--- src/logic/hps_pkg.sv ---
package hps_pkg;
    // Bus geometry
    localparam int          ADDR_W          = 12;
    localparam logic [11:0] ADDR_SLOT_CAP   = 12'h0d4;
    localparam logic [11:0] ADDR_SLOT_CTL   = 12'h0d8;

    // Slot capability field positions
    localparam int CAP_HP_CAPABLE_BIT = 6;
    localparam int CAP_PWR_VAL_LSB    = 7;
    localparam int CAP_PWR_VAL_MSB    = 14;
    localparam int CAP_PWR_SCALE_LSB  = 15;
    localparam int CAP_PWR_SCALE_MSB  = 16;
    localparam int CAP_SLOT_NUM_LSB   = 19;
    localparam int CAP_SLOT_NUM_MSB   = 31;

    // Slot capability reset values
    localparam logic        RST_HP_CAPABLE = 1'b1;
    localparam logic [7:0]  RST_PWR_VAL    = 8'h19;
    localparam logic [1:0]  RST_PWR_SCALE  = 2'h0;
    localparam logic [12:0] RST_SLOT_NUM   = 13'h0000;

    // Slot control field positions
    localparam int CTL_ATTN_BTN_EN = 0;
    localparam int CTL_PWR_FLT_EN  = 1;
    localparam int CTL_LATCH_EN    = 2;
    localparam int CTL_PRES_EN     = 3;
    localparam int CTL_CMD_CPL_EN  = 4;
    localparam int CTL_HP_INT_EN   = 5;
    localparam int CTL_ATTN_LSB    = 6;
    localparam int CTL_PIND_LSB    = 8;
    localparam int CTL_PWR_OFF     = 10;
    localparam int CTL_EM_LOCK     = 11;
    localparam int CTL_DLL_EN      = 12;
    localparam int CTL_W           = 13;

    // Slot control reset value: indicators off / on, everything else clear
    localparam logic [12:0] RST_SLOT_CTL = 13'h01c0;

    // Slot status bits in the upper half of the control word
    localparam int ST_CMD_CPL_BIT = 20;
    localparam int ST_DLL_CHG_BIT = 24;

    // Indicator encodings
    localparam logic [1:0] IND_RSVD  = 2'h0;
    localparam logic [1:0] IND_ON    = 2'h1;
    localparam logic [1:0] IND_BLINK = 2'h2;
    localparam logic [1:0] IND_OFF   = 2'h3;

    typedef enum logic [1:0] {
        HPS_MSG_PWR_LIMIT = 2'h0,
        HPS_MSG_ATTN_IND  = 2'h1,
        HPS_MSG_PWR_IND   = 2'h2
    } hps_msg_kind_t;

    typedef struct packed {
        hps_msg_kind_t kind;
        logic [1:0]    ind;
        logic [7:0]    pwr_val;
        logic [1:0]    pwr_scale;
    } hps_msg_t;

    typedef struct packed {
        logic        hp_capable;
        logic [7:0]  pwr_val;
        logic [1:0]  pwr_scale;
        logic [12:0] slot_num;
    } hps_cap_t;

    typedef struct packed {
        logic attn_button;
        logic power_fault;
        logic retention_latch_sensor;
        logic presence_change;
    } hps_evt_t;
endpackage

--- src/logic/hps_slot_regs.sv ---
`timescale 1ns/1ps
// Operation
// - Hot-plug capable flag, read-only, resets one
// - Power limit value bits 14:7, reset 19h
// - Power limit scale bits 16:15, reset 00b
// - Limit field write sends power-limit message
// - Read-only slot number bits 31:19, reset zero
// - Capability defaults reloadable by serial loader
// - Bit 0 enables attention button event
// - Bit 1 enables power fault event
// - Bit 2 enables retention latch change event
// - Bit 3 enables presence change event
// - Bit 4 enables command-complete interrupt, no wake
// - Bit 5 is master hot-plug interrupt enable
// - Attention indicator 7:6, reset off (11b)
// - Attention field write of a non-reserved code (not 00b) sends indicator message
// - Power indicator 9:8, reset on (01b)
// - Power indicator write of a non-reserved code (not 00b) sends indicator message
// - Bit 10 clear powers on, set off
// - Bit 12 enables link-active change notification
// - Link-active change sets sticky W1C flag
// - Command completion sets sticky W1C flag
module hps_slot_regs #(
    parameter bit DLL_ACTIVE_CAP = 1'b1
) (
    // Clock and reset
    input  wire logic                       clk,
    input  wire logic                       rst_n,
    // APB slave
    input  wire logic                       psel,
    input  wire logic                       penable,
    input  wire logic                       pwrite,
    input  wire logic [hps_pkg::ADDR_W-1:0] paddr,
    input  wire logic [31:0]                pwdata,
    input  wire logic [3:0]                 pstrb,
    output logic                            pready,
    output logic [31:0]                     prdata,
    output logic                            pslverr,
    // Capability default loader
    input  wire logic                       ld_valid,
    input  wire hps_pkg::hps_cap_t          ld_data,
    // Slot events and controller status
    input  wire hps_pkg::hps_evt_t          evt,
    input  wire logic                       cmd_done,
    input  wire logic                       dl_active,
    // Hot-plug notification
    output logic                            hp_irq,
    output logic                            hp_wake,
    output logic                            cmd_issue,
    // Slot control outputs
    output logic                            pwr_off,
    output logic                            electromechanical_lock_ctl,
    output logic [1:0]                      attn_ind,
    output logic [1:0]                      pwr_ind,
    // Downstream message request
    output logic                            msg_valid,
    input  wire logic                       msg_ready,
    output hps_pkg::hps_msg_t               msg
);
    import hps_pkg::*;

    // State
    hps_cap_t          cap_ff,      nxt_cap;
    logic [CTL_W-1:0]  ctl_ff,      nxt_ctl;
    logic              cc_st_ff,    nxt_cc_st;
    logic              dll_st_ff,   nxt_dll_st;
    logic              dl_meta_ff;
    logic              dl_sync_ff;
    logic              dl_prev_ff;
    logic              pend_pl_ff,  nxt_pend_pl;
    logic              pend_ai_ff,  nxt_pend_ai;
    logic              pend_pi_ff,  nxt_pend_pi;
    logic              msg_vld_ff,  nxt_msg_vld;
    hps_msg_t          msg_ff,      nxt_msg;
    logic [31:0]       rdata_ff,    nxt_rdata;
    logic              irq_ff,      nxt_irq;
    logic              wake_ff,     nxt_wake;
    logic              issue_ff,    nxt_issue;

    // Decode
    wire        cap_hit   = (paddr == ADDR_SLOT_CAP);
    wire        ctl_hit   = (paddr == ADDR_SLOT_CTL);
    wire        mapped    = cap_hit | ctl_hit;
    wire        access    = psel & penable;
    wire [31:0] bmask     = {{8{pstrb[3]}}, {8{pstrb[2]}}, {8{pstrb[1]}}, {8{pstrb[0]}}};
    wire        lim_touch = |bmask[CAP_PWR_SCALE_MSB:CAP_PWR_VAL_LSB];
    wire        ai_touch  = pstrb[0];
    wire        pi_touch  = pstrb[1];

    // A write that would queue a second copy of a message still waiting is held
    // in its access phase; merging would silently lose one of the two.
    wire        wr_block  = pwrite & ((cap_hit & lim_touch & pend_pl_ff)
                                    | (ctl_hit & ai_touch & pend_ai_ff)
                                    | (ctl_hit & pi_touch & pend_pi_ff));
    assign pready  = ~(access & wr_block);
    assign pslverr = access & ~mapped;
    assign prdata  = rdata_ff;

    wire        wr_fire   = access & pwrite & pready;
    wire        cap_wr    = wr_fire & cap_hit;
    wire        ctl_wr    = wr_fire & ctl_hit;

    // Read data, captured in the setup phase
    wire [31:0] cap_word  = {cap_ff.slot_num, 2'b00, cap_ff.pwr_scale, cap_ff.pwr_val,
                             cap_ff.hp_capable, 6'h00};
    wire [31:0] ctl_word  = {7'h00, dll_st_ff, 3'h0, cc_st_ff, 4'h0, 3'h0, ctl_ff};
    assign nxt_rdata = (psel & ~penable & ~pwrite) ?
                       (cap_hit ? cap_word : (ctl_hit ? ctl_word : 32'h0000_0000)) : rdata_ff;

    // Capability fields: loader wins, software reaches only the limit fields
    wire [31:0] cap_merge = (cap_word & ~bmask) | (pwdata & bmask);
    always_comb begin
        nxt_cap = cap_ff;
        if (ld_valid) begin
            nxt_cap = ld_data;
        end else if (cap_wr) begin
            nxt_cap.pwr_val   = cap_merge[CAP_PWR_VAL_MSB:CAP_PWR_VAL_LSB];
            nxt_cap.pwr_scale = cap_merge[CAP_PWR_SCALE_MSB:CAP_PWR_SCALE_LSB];
        end
    end

    // Slot control: low thirteen bits writable per byte lane
    wire [15:0] ctl_merge = ({3'b000, ctl_ff} & ~bmask[15:0]) | (pwdata[15:0] & bmask[15:0]);
    assign nxt_ctl = ctl_wr ? ctl_merge[CTL_W-1:0] : ctl_ff;
    assign nxt_issue = ctl_wr & (pstrb[0] | pstrb[1]);

    // Sticky status; a set in the clearing cycle wins
    wire cc_clr   = ctl_wr & pstrb[2] & pwdata[ST_CMD_CPL_BIT];
    wire dll_clr  = ctl_wr & pstrb[3] & pwdata[ST_DLL_CHG_BIT];
    wire dll_chg  = dl_sync_ff ^ dl_prev_ff;
    assign nxt_cc_st  = cmd_done | (cc_st_ff & ~cc_clr);
    assign nxt_dll_st = dll_chg | (dll_st_ff & ~dll_clr);

    // Interrupt and wake pulses
    wire ev_btn   = evt.attn_button & ctl_ff[CTL_ATTN_BTN_EN];
    wire ev_flt   = evt.power_fault & ctl_ff[CTL_PWR_FLT_EN];
    wire ev_latch = evt.retention_latch_sensor & ctl_ff[CTL_LATCH_EN];
    wire ev_pres  = evt.presence_change & ctl_ff[CTL_PRES_EN];
    wire ev_cc    = cmd_done & ctl_ff[CTL_CMD_CPL_EN];
    wire ev_dll   = dll_chg & ctl_ff[CTL_DLL_EN] & DLL_ACTIVE_CAP;
    wire ev_wake  = ev_btn | ev_flt | ev_latch | ev_pres;
    assign nxt_irq  = ctl_ff[CTL_HP_INT_EN] & (ev_wake | ev_cc | ev_dll);
    // Command completion never wakes the system
    assign nxt_wake = ev_wake;

    // Message queue: one pending flag per kind, power limit first
    wire ai_code_ok = (pwdata[CTL_ATTN_LSB+1:CTL_ATTN_LSB] != IND_RSVD);
    wire pi_code_ok = (pwdata[CTL_PIND_LSB+1:CTL_PIND_LSB] != IND_RSVD);
    wire set_pl   = cap_wr & lim_touch & ~ld_valid;
    wire set_ai   = ctl_wr & ai_touch & ai_code_ok;
    wire set_pi   = ctl_wr & pi_touch & pi_code_ok;
    wire slot_free = ~msg_vld_ff | msg_ready;
    wire take_pl  = slot_free & pend_pl_ff;
    wire take_ai  = slot_free & ~pend_pl_ff & pend_ai_ff;
    wire take_pi  = slot_free & ~pend_pl_ff & ~pend_ai_ff & pend_pi_ff;
    assign nxt_pend_pl = set_pl | (pend_pl_ff & ~take_pl);
    assign nxt_pend_ai = set_ai | (pend_ai_ff & ~take_ai);
    assign nxt_pend_pi = set_pi | (pend_pi_ff & ~take_pi);
    assign nxt_msg_vld = (take_pl | take_ai | take_pi) | (msg_vld_ff & ~msg_ready);

    // The message carries the field value current when it is sent
    always_comb begin
        nxt_msg = msg_ff;
        if (take_pl) begin
            nxt_msg = '{kind: HPS_MSG_PWR_LIMIT, ind: IND_RSVD,
                        pwr_val: cap_ff.pwr_val, pwr_scale: cap_ff.pwr_scale};
        end else if (take_ai) begin
            nxt_msg = '{kind: HPS_MSG_ATTN_IND, ind: ctl_ff[CTL_ATTN_LSB+1:CTL_ATTN_LSB],
                        pwr_val: 8'h00, pwr_scale: 2'h0};
        end else if (take_pi) begin
            nxt_msg = '{kind: HPS_MSG_PWR_IND, ind: ctl_ff[CTL_PIND_LSB+1:CTL_PIND_LSB],
                        pwr_val: 8'h00, pwr_scale: 2'h0};
        end
    end

    // Outputs
    assign msg_valid                  = msg_vld_ff;
    assign msg                        = msg_ff;
    assign hp_irq                     = irq_ff;
    assign hp_wake                    = wake_ff;
    assign cmd_issue                  = issue_ff;
    assign pwr_off                    = ctl_ff[CTL_PWR_OFF];
    assign electromechanical_lock_ctl = ctl_ff[CTL_EM_LOCK];
    assign attn_ind                   = ctl_ff[CTL_ATTN_LSB+1:CTL_ATTN_LSB];
    assign pwr_ind                    = ctl_ff[CTL_PIND_LSB+1:CTL_PIND_LSB];

    // Link-active pin synchroniser
    always_ff @(posedge clk or negedge rst_n) begin
        if (!rst_n) begin
            dl_meta_ff <= 1'b0;
            dl_sync_ff <= 1'b0;
            dl_prev_ff <= 1'b0;
        end else begin
            dl_meta_ff <= dl_active;
            dl_sync_ff <= dl_meta_ff;
            dl_prev_ff <= dl_sync_ff;
        end
    end

    always_ff @(posedge clk or negedge rst_n) begin
        if (!rst_n) begin
            cap_ff    <= '{hp_capable: RST_HP_CAPABLE, pwr_val: RST_PWR_VAL,
                           pwr_scale: RST_PWR_SCALE, slot_num: RST_SLOT_NUM};
            ctl_ff    <= RST_SLOT_CTL;
            cc_st_ff  <= 1'b0;
            dll_st_ff <= 1'b0;
        end else begin
            cap_ff    <= nxt_cap;
            ctl_ff    <= nxt_ctl;
            cc_st_ff  <= nxt_cc_st;
            dll_st_ff <= nxt_dll_st;
        end
    end

    always_ff @(posedge clk or negedge rst_n) begin
        if (!rst_n) begin
            pend_pl_ff <= 1'b0;
            pend_ai_ff <= 1'b0;
            pend_pi_ff <= 1'b0;
            msg_vld_ff <= 1'b0;
            msg_ff     <= '0;
        end else begin
            pend_pl_ff <= nxt_pend_pl;
            pend_ai_ff <= nxt_pend_ai;
            pend_pi_ff <= nxt_pend_pi;
            msg_vld_ff <= nxt_msg_vld;
            msg_ff     <= nxt_msg;
        end
    end

    always_ff @(posedge clk or negedge rst_n) begin
        if (!rst_n) begin
            rdata_ff <= 32'h0000_0000;
            irq_ff   <= 1'b0;
            wake_ff  <= 1'b0;
            issue_ff <= 1'b0;
        end else begin
            rdata_ff <= nxt_rdata;
            irq_ff   <= nxt_irq;
            wake_ff  <= nxt_wake;
            issue_ff <= nxt_issue;
        end
    end
endmodule
--- config.mk ---
export PLATFORM = sky130hd
export DESIGN_NAME = hps_slot_regs
export DESIGN_NICKNAME = d
export VERILOG_FILES = /design/src/logic/hps_pkg.sv /design/src/logic/hps_slot_regs.sv
export SDC_FILE = /design/constraint.sdc
export NUM_CORES = 1
export LEC_CHECK = 0
export BUFFER_PORTS_ARGS = -buffer_cell sky130_fd_sc_hd__buf_2
export CAP_MARGIN = 10
export CORE_MARGIN = 10
export CORE_UTILIZATION = 50
export CTS_BUF_LIST = sky130_fd_sc_hd__clkbuf_8
export CTS_CLUSTER_DIAMETER = 50
export DETAILED_ROUTE_END_ITERATION = 10
export PLACE_DENSITY = 0.88
export SYNTH_ARGS = -nofsm -noshare
export SYNTH_HDL_FRONTEND = slang
export SYNTH_SLANG_ARGS = --single-unit
--- constraint.sdc ---
create_clock -name clk -period 5.4 [get_ports clk]
set_clock_uncertainty 0.2 [all_clocks]
set_input_delay 0.54 -clock clk [delete_from_list [all_inputs] [get_ports clk]]
set_output_delay 0.54 -clock clk [all_outputs]
set_load 0.005 [all_outputs]
# Word level (Yosys, flattened, before mapping)
# Cells that the tools add are included.
[word_totals]
register_bits = 95
input_bits = 85
output_inout_bits = 58
elab_cells = 122
[classes]
n_eq_ne = 2
n_mux = 7
bitwise_logic = 86
reduce_logical = 5
[op_table]
columns = ["operator", "count"]
rows = [
  ["1-bit bitwise AND", 45],
  ["14-bit two-way mux", 3],
  ["17-bit bitwise AND", 2],
  ["32-bit two-way mux", 1],
  ["13-bit bitwise AND", 2],
  ["25-bit two-way mux", 1],
  ["12-bit by 8-bit == test with 1-bit output, second input constant", 2],
  ["10-bit two-way mux", 2],
  ["1-bit OR", 18],
  ["17-bit inverter", 1],
  ["17-bit OR", 1],
  ["1-bit inverter", 14],
  ["13-bit inverter", 1],
  ["13-bit OR", 1],
  ["2-bit nonzero test", 3],
  ["3-bit nonzero test", 1],
  ["3-bit OR reduction", 1],
  ["1-bit bitwise XOR", 1],
]

# Depth between registers and ports, before layout
# Gate-level depths: netlist of run 1.
[depth]
depth_word = 15
depth_mapped = 6
depth_no_buf = 4

# Worst setup path after synthesis of run 1
# OpenSTA, ideal clock, no wires.
[synth_timing]
path_type = "input to output"
startpoint = "in paddr[9] (netlist name)"
endpoint = "out pslverr"
t_arrival_ps = 2067
required_time_ps = 4660
path_slack_ps = 2593
stages = 5
path_buffers = 1
path_cell_list = "or4_4 > or4_4 > buf_6 > a21o_2 > and3_1"
[synth_between]
elab_chain_cells = 4
word_cells_on_any_way = 5
cone_classes = "eq/ne: 2; bitwise: 3"
[synth_lines]
columns = ["item", "line_no", "rtl"]
rows = [
  ["start, declared", "hps_slot_regs.sv:33", "input wire logic [hps_pkg::ADDR_W-1:0] paddr,"],
  ["12-bit by 8-bit == test with 1-bit output (on tied branches)", "hps_slot_regs.sv:81, hps_slot_regs.sv:82", ""],
  ["1-bit OR *", "hps_slot_regs.sv:83", "wire mapped = cap_hit | ctl_hit;"],
  ["1-bit inverter *", "hps_slot_regs.sv:96", "assign pslverr = access & ~mapped;"],
  ["1-bit bitwise AND *", "hps_slot_regs.sv:96", ""],
  ["end, declared", "hps_slot_regs.sv:38", "output logic pslverr,"],
]
# Mark *: on every way between the ends. The rest lies on a longest branch, timed or not.

# Final worst setup path of run 1
# Ends and elaborated chain as after synthesis.

==> results of run 1 <==
## cells in the mapped netlist, drive strengths merged (2+ instances only)
cell type / number / area [sq um]
and3: 2 / 12.5
o31ai: 2 / 15.0
clkbuf: 10 / 37.5
or4: 3 / 31.3
mux2: 27 / 304
nand4b: 2 / 17.5
a221o: 9 / 90.1
nand2: 8 / 30.0
a21oi: 15 / 75.1
and2: 10 / 62.6
a31oi: 10 / 62.6
nand3: 5 / 25.0
mux2i: 2 / 20.0
nor4: 3 / 25.0
buf: 11 / 82.6
dfrtp: 86 / 2150
nor2b: 13 / 81.3
dfstp: 7 / 184
o21ai: 18 / 90.1
inv: 4 / 15.0
nand2b: 3 / 18.8
nor2: 8 / 30.0
nor3b: 2 / 15.0
a22oi: 3 / 22.5
or2: 2 / 12.5
nor3: 5 / 58.8
a22o: 32 / 280
## logic make-up (layout without fill, tap and decap cells)
logic type,after synthesis,after routing,share of synthesized area
buffers and inverters,25,151,0.0346
and+or+nand+nor,68,68,0.112
muxes,29,29,0.0830
other,1,2,0.000960
xor gates and xnor gates,1,1,0.00224
AOI/OAI and AO/OA,92,92,0.169
DFF,93,93,0.598
## where the power goes
| group | internal (uW) | leakage [uW] | total, uW | switching, uW |
|---|---|---|---|---|
| Combinational | 39.2 | 0.00112 | 89.1 | 49.9 |
| Sequential | 717 | 0.00121 | 728 | 11.6 |
| Clock | 226 | 0.000100 | 469 | 243 |
## metrics by stage
stage	hold slack [ns]	power (uW)	instance area, sq um	setup slack (ns)
2_1_floorplan	0.0444	775	3910	2.59
3_3_place_gp	0.136	825	4580	2.17
3_5_place_dp	0.149	831	4580	2.13
4_1_cts	0.0855	1290	4790	2.36
5_1_grt	0.0824	1330	4790	2.33
6_report	0.0968	1290	4790	2.35
## worst max-delay path: stages
cell	delay, ns
buf_2	0.10
or4_4	0.55
or4_4	0.59
a21o_2	0.23
and3_1	0.17
buf_2	0.12
## per-layer routing
| metal | wire, microns | part of all wire |
|---|---|---|
| met1 | 4220 | 0.39 |
| met2 | 5250 | 0.49 |
| met3 | 915 | 0.085 |
| met4 | 352 | 0.033 |
| met5 | 0 | 0 |
## path summary, 6_finish.rpt
path                                           start                    to  depth (start not counted)  slack, ns
worst max register to register  pend_pl_ff$_DFF_PN0_             flip-flop                          4       3.07
worst min register to register  dl_meta_ff$_DFF_PN0_  dl_sync_ff$_DFF_PN0_                          0       0.17
min in group asynchronous                      rst_n   cmd_issue$_DFF_PN0_                          2       0.51
worst max-delay path                        paddr[9]               pslverr                          6       2.35
max in group asynchronous                      rst_n    msg[7]$_DFFE_PN0P_                          3       3.43
worst min-delay path                       dl_active  dl_meta_ff$_DFF_PN0_                          1        0.1
## what timing repair did
| item | 4_1_cts | 5_1_grt |
|---|---|---|
| hold buffers | 1 | 0 |
| endpoints found under the setup margin | 0 | 0 |
| endpoints found under the hold margin | 8 | 0 |
## area by class of cell
class	count	area [sq um]
Fill cell	643	2860
Sequential cell	93	2340
Multi-Input combinational cell	192	1440
Timing Repair Buffer	131	671
Clock buffer	10	138
Tap cell	102	128
Clock inverter	6	62.6
Inverter	4	15.0
==> results.cfg, run 1 <==
[status]
outcome = finished, final reports clean

[synthesis]
syn_area_sq_mm = 0.00390
syn_area_per_cell_sq_um = 12.6
ys_ff_latch = 93
synthArstFlopShare = 1.00
yosys_warnings = 0
synth.distinct_cells = 40
synth_edf_count = 0
synthFlopType = dfrtp_1
synth_cells = 309
synth_seq_area_share = 0.598

[power]
p_leak_uw = 0.00243
vdd_ir_drop_max_v = 0.000169
powerDensity_mw_per_mm2 = 269

[sta]
tns_ns = 0
rsz0062_at_grt = no
clock.fmax_mhz = 328
finalCriticalPeriod_ns = 3.05
slew_viol_final = 0
setup-violations-final = 0
relSlewSlack = 0.247
timing.final.crit_share = 0.564
worst_pin_slew_ns = 1.12
finalHoldViolCount = 0

[setup_path]
cp_data_required_time_ns = 4.66
crit_arrival_ns = 2.31
crit_type = input pin to primary output
endpoint_kind = primary output
worst_setup_path_start_kind = input pin
worst-path-max-fanout = 8

[global_routing]
gr-total-overflow = 0
met3_usage = 0.0488
grt_most_used_layer = met2
grt_usage = 0.178
grt_pass1_vias = 3169
grt_max_degree = 49
use_met1 = 0.205
grt_first_pass_wirelength_microns = 16400
antenna_found_initial = 0
grt_util_met2 = 0.302

[die]
rows = 32
core_region_area_sq_mm = 0.00765
die_y_microns = 108
die_w_microns = 108
die-area_sq_mm = 0.0117
start_util = 0.511
io_pins = 143

[cells_and_area]
drive_gt1_frac = 0.436
layout.cells.non_filler = 538
area_delta_synth_final_pct = 22.6
final_cell_mix = buf_2, dfrtp_1, a22o_1
n_antenna_cell = 0
mostFrequentLayoutCell = buf_2
utilization = 0.626
nNetsFinal = 516

[route]
drcViolationCount = 0
antenna_left = 0
firstDrtPassIters = 5
avgRoutedWirePerCell_microns = 20.0
drt_iter0_drc = 172
drt-total-wl_microns = 10700
viasPerCell = 5.76
via_count = 3100

[cts]
clock_sinks = 93
insertion_delay_ns = 0.35
h-tree-depth = 3
cts_tree = done
post_cts_resized = 0
cts_buffers = 9
clk_pin_slew_ns = 0.08
postCtsSetupRepairBufs = 0
clock-root-buffer = clkbuf_8
cts_buffer_depth = 2

[placed_design]
gp_congestion = 0.851
hpwl_microns = 8010
dp_cells = 521
io_buffers = 127

[hold_path]
hp-class = input pin to flip-flop

[run]
drv_cap = 0
No activity file was read; power rests on OpenSTA's default activity.
==> run 2: changes to the inputs <==
ABC_AREA = 1   (was not set)
CORE_UTILIZATION = 47   (was 50)
PLACE_DENSITY = 0.85   (was 0.88)
clock period = 2.75 ns   (was 5.4 ns; I/O delays follow)
==> run 2 against run 1 <==
  * Clock power grew 95%
  * Synthesized cell count up 59%
  * Register-to-register slack got worse by 2.3 ns
  * Synthesized area grew 9.1%
  * First-iteration DRC count up 98%
  * Core utilization increased by 0.11 points
  * Clock-buffer cell count increased by 1
  * Non-clock buffer count grew 34
  * Critical path depth did not move
  * Wire length rose by 12%
  * Die area is 13% higher
  * Total power grew 100%
==> results.cfg, run 2 <==
[synthesis]
synth.distinct_cells = 33
syn_area_per_cell_sq_um = 8.66
synth.largest_area_cell = dfrtp_1
yosys_warnings = 0
ys_ff_latch = 93
yosysTopAreaCellShare = 0.505
synth_cells = 492
synth_most_common_cell = nand2_1
synthFlopType = dfrtp_1
synth_edf_count = 0
synth_seq_area_share = 0.548
synth.area.top_cells = dfrtp_1, nand2_1, inv_1
syn_area_sq_mm = 0.00426
synth_commonest_cells = nand2_1, dfrtp_1, inv_1
synthArstFlopShare = 1.00

[status]
outcome = finished, final reports clean

[global_routing]
grt_usage = 0.181
gr-total-overflow = 0
antenna_found_initial = 0
grt_pass1_vias = 3917
grt_first_pass_wirelength_microns = 19500
grt_max_degree = 56

[run]
drv_cap = 0

[route]
via_count = 3864
viasPerCell = 5.09
drt_iter0_drc = 340
drcViolationCount = 0
antenna_left = 0
drt-total-wl_microns = 12100
firstDrtPassIters = 5
avgRoutedWirePerCell_microns = 15.9

[die]
die_w_microns = 115
io_pins = 143
die_y_microns = 115
rows = 34
die-area_sq_mm = 0.0133
core_region_area_sq_mm = 0.00876
start_util = 0.486

[cts]
clock_sinks = 93
clock-root-buffer = clkbuf_8
cts_tree = done
cts_buffer_depth = 2
cts_buffers = 9
post_cts_resized = 0
clk_pin_slew_ns = 0.09
h-tree-depth = 3
insertion_delay_ns = 0.35

[setup_path]
worst_setup_path_start_kind = flip-flop
endpoint_kind = primary output
crit_arrival_ns = 1.53
cp_data_required_time_ns = 2.28
worst-path-max-fanout = 4
crit_type = flip-flop to primary output

[power]
combPwrFrac = 0.095
p_leak_uw = 0.00298
powerDensity_mw_per_mm2 = 470
vdd_ir_drop_max_v = 0.000298
switching_share = 0.235
power_frac_seq = 0.550
netSwitchingPower_uw = 606
power.internal_uw = 1980
p_clk_frac = 0.355

[cells_and_area]
final_cell_area_sq_mm = 0.00550
final_cell_mix = nand2_1, buf_2, dfrtp_1
nNetsFinal = 731
area_delta_synth_final_pct = 29.0
drive_gt1_frac = 0.284
n_antenna_cell = 0
mostFrequentLayoutCell = nand2_1

[sta]
timing.final.crit_share = 0.728
slew_viol_final = 0
relSlewSlack = 0.523
finalHoldViolCount = 0
tns_ns = 0
worst_pin_slew_ns = 0.715
setup-violations-final = 0
rsz0062_at_grt = no
clock.fmax_mhz = 500
finalCriticalPeriod_ns = 2.00

[placed_design]
hpwl_microns = 8820
gp_congestion = 0.844
io_buffers = 127
placed_area_sq_mm = 0.00498

[hold_path]
hp-class = input pin to flip-flop
[run 2: per-stage QoR]
| stage | std cells | worst slack (ns) | utilization | total power, uW | hold slack (ns) |
|---|---|---|---|---|---|
| 2_1_floorplan | 493 | 1.25 | - | 1540 | -0.221 |
| 3_3_place_gp | 712 | 0.803 | 0.569 | 1650 | 0.133 |
| 3_5_place_dp | 712 | 0.700 | 0.569 | 1660 | 0.137 |
| 4_1_cts | 759 | 0.739 | 0.627 | 2600 | 0.0000622 |
| 5_1_grt | 759 | 0.613 | 0.627 | 2690 | 0.0270 |
| 6_report | 759 | 0.749 | 0.627 | 2580 | 0.0237 |
[run 2: what timing repair did]
item | 4_1_cts | 5_1_grt
hold buffers | 31 | 0
hold endpoints to repair | 83 | 0
buffers inserted | 0 | 0
setup endpoints to repair | 0 | 0
[run 2: cell type report]
type                            instances  area (sq um)
Clock buffer                           11           151
Clock inverter                          5          51.3
Fill cell                             745          3270
Inverter                               84           315
Multi-Input combinational cell        293          1480
Sequential cell                        93          2340
Tap cell                              108           135
Timing Repair Buffer                  165          1030
[run 2: path summary, 6_finish.rpt]
kind	cells after the start	end	from	slack, ns
hold reg to reg	0	dl_sync_ff$_DFF_PN0_	dl_meta_ff$_DFF_PN0_	0.15
setup / recovery	6	pready	pend_ai_ff$_DFF_PN0_	0.75
min in group asynchronous	2	prdata[26]$_DFFE_PN0P_	rst_n	0.32
setup reg to reg	6	msg[10]$_DFFE_PN0P_	msg_valid$_DFF_PN0_	0.78
max in group asynchronous	3	cap_ff[23]$_DFFE_PN1P_	rst_n	1.29
hold / removal	5	flip-flop	ld_data[16]	0.02
[run 2: cells by family after synthesis]
kind of cell | share of synthesized area
AND/OR/NAND/NOR | 0.219
flip-flops | 0.548
buffers and inverters | 0.105
AO/OA/AOI/OAI | 0.125
XOR/XNOR | 0.00206
other | 0.000880
[run 2: worst max-delay path, stage by stage, from the launching register on]
cell and delay [ns]:
dfrtp_1 0.40, inv_1 0.08, o21ai_1 0.18, nand3_1 0.16, nand2_1 0.16, nand2_1 0.06, buf_2 0.14
[run 2: power by group through the flow]
stage	logic, uW	registers (uW)	clock network [uW]
after CTS	246	1420	935
after global placement	201	1450	0
after floorplan	96.2	1440	0
after global routing	277	1420	988
after detailed placement	210	1450	0
final	245	1420	916
[run 2: per-layer routing]
layer  vias to the layer above  global-route usage  share of wire
met5                         -                   0              0
met4                         0              0.0586          0.014
met3                        21              0.0500          0.093
met2                       161               0.293           0.47
met1                      1828               0.231           0.42
li1                       1854                   -              -
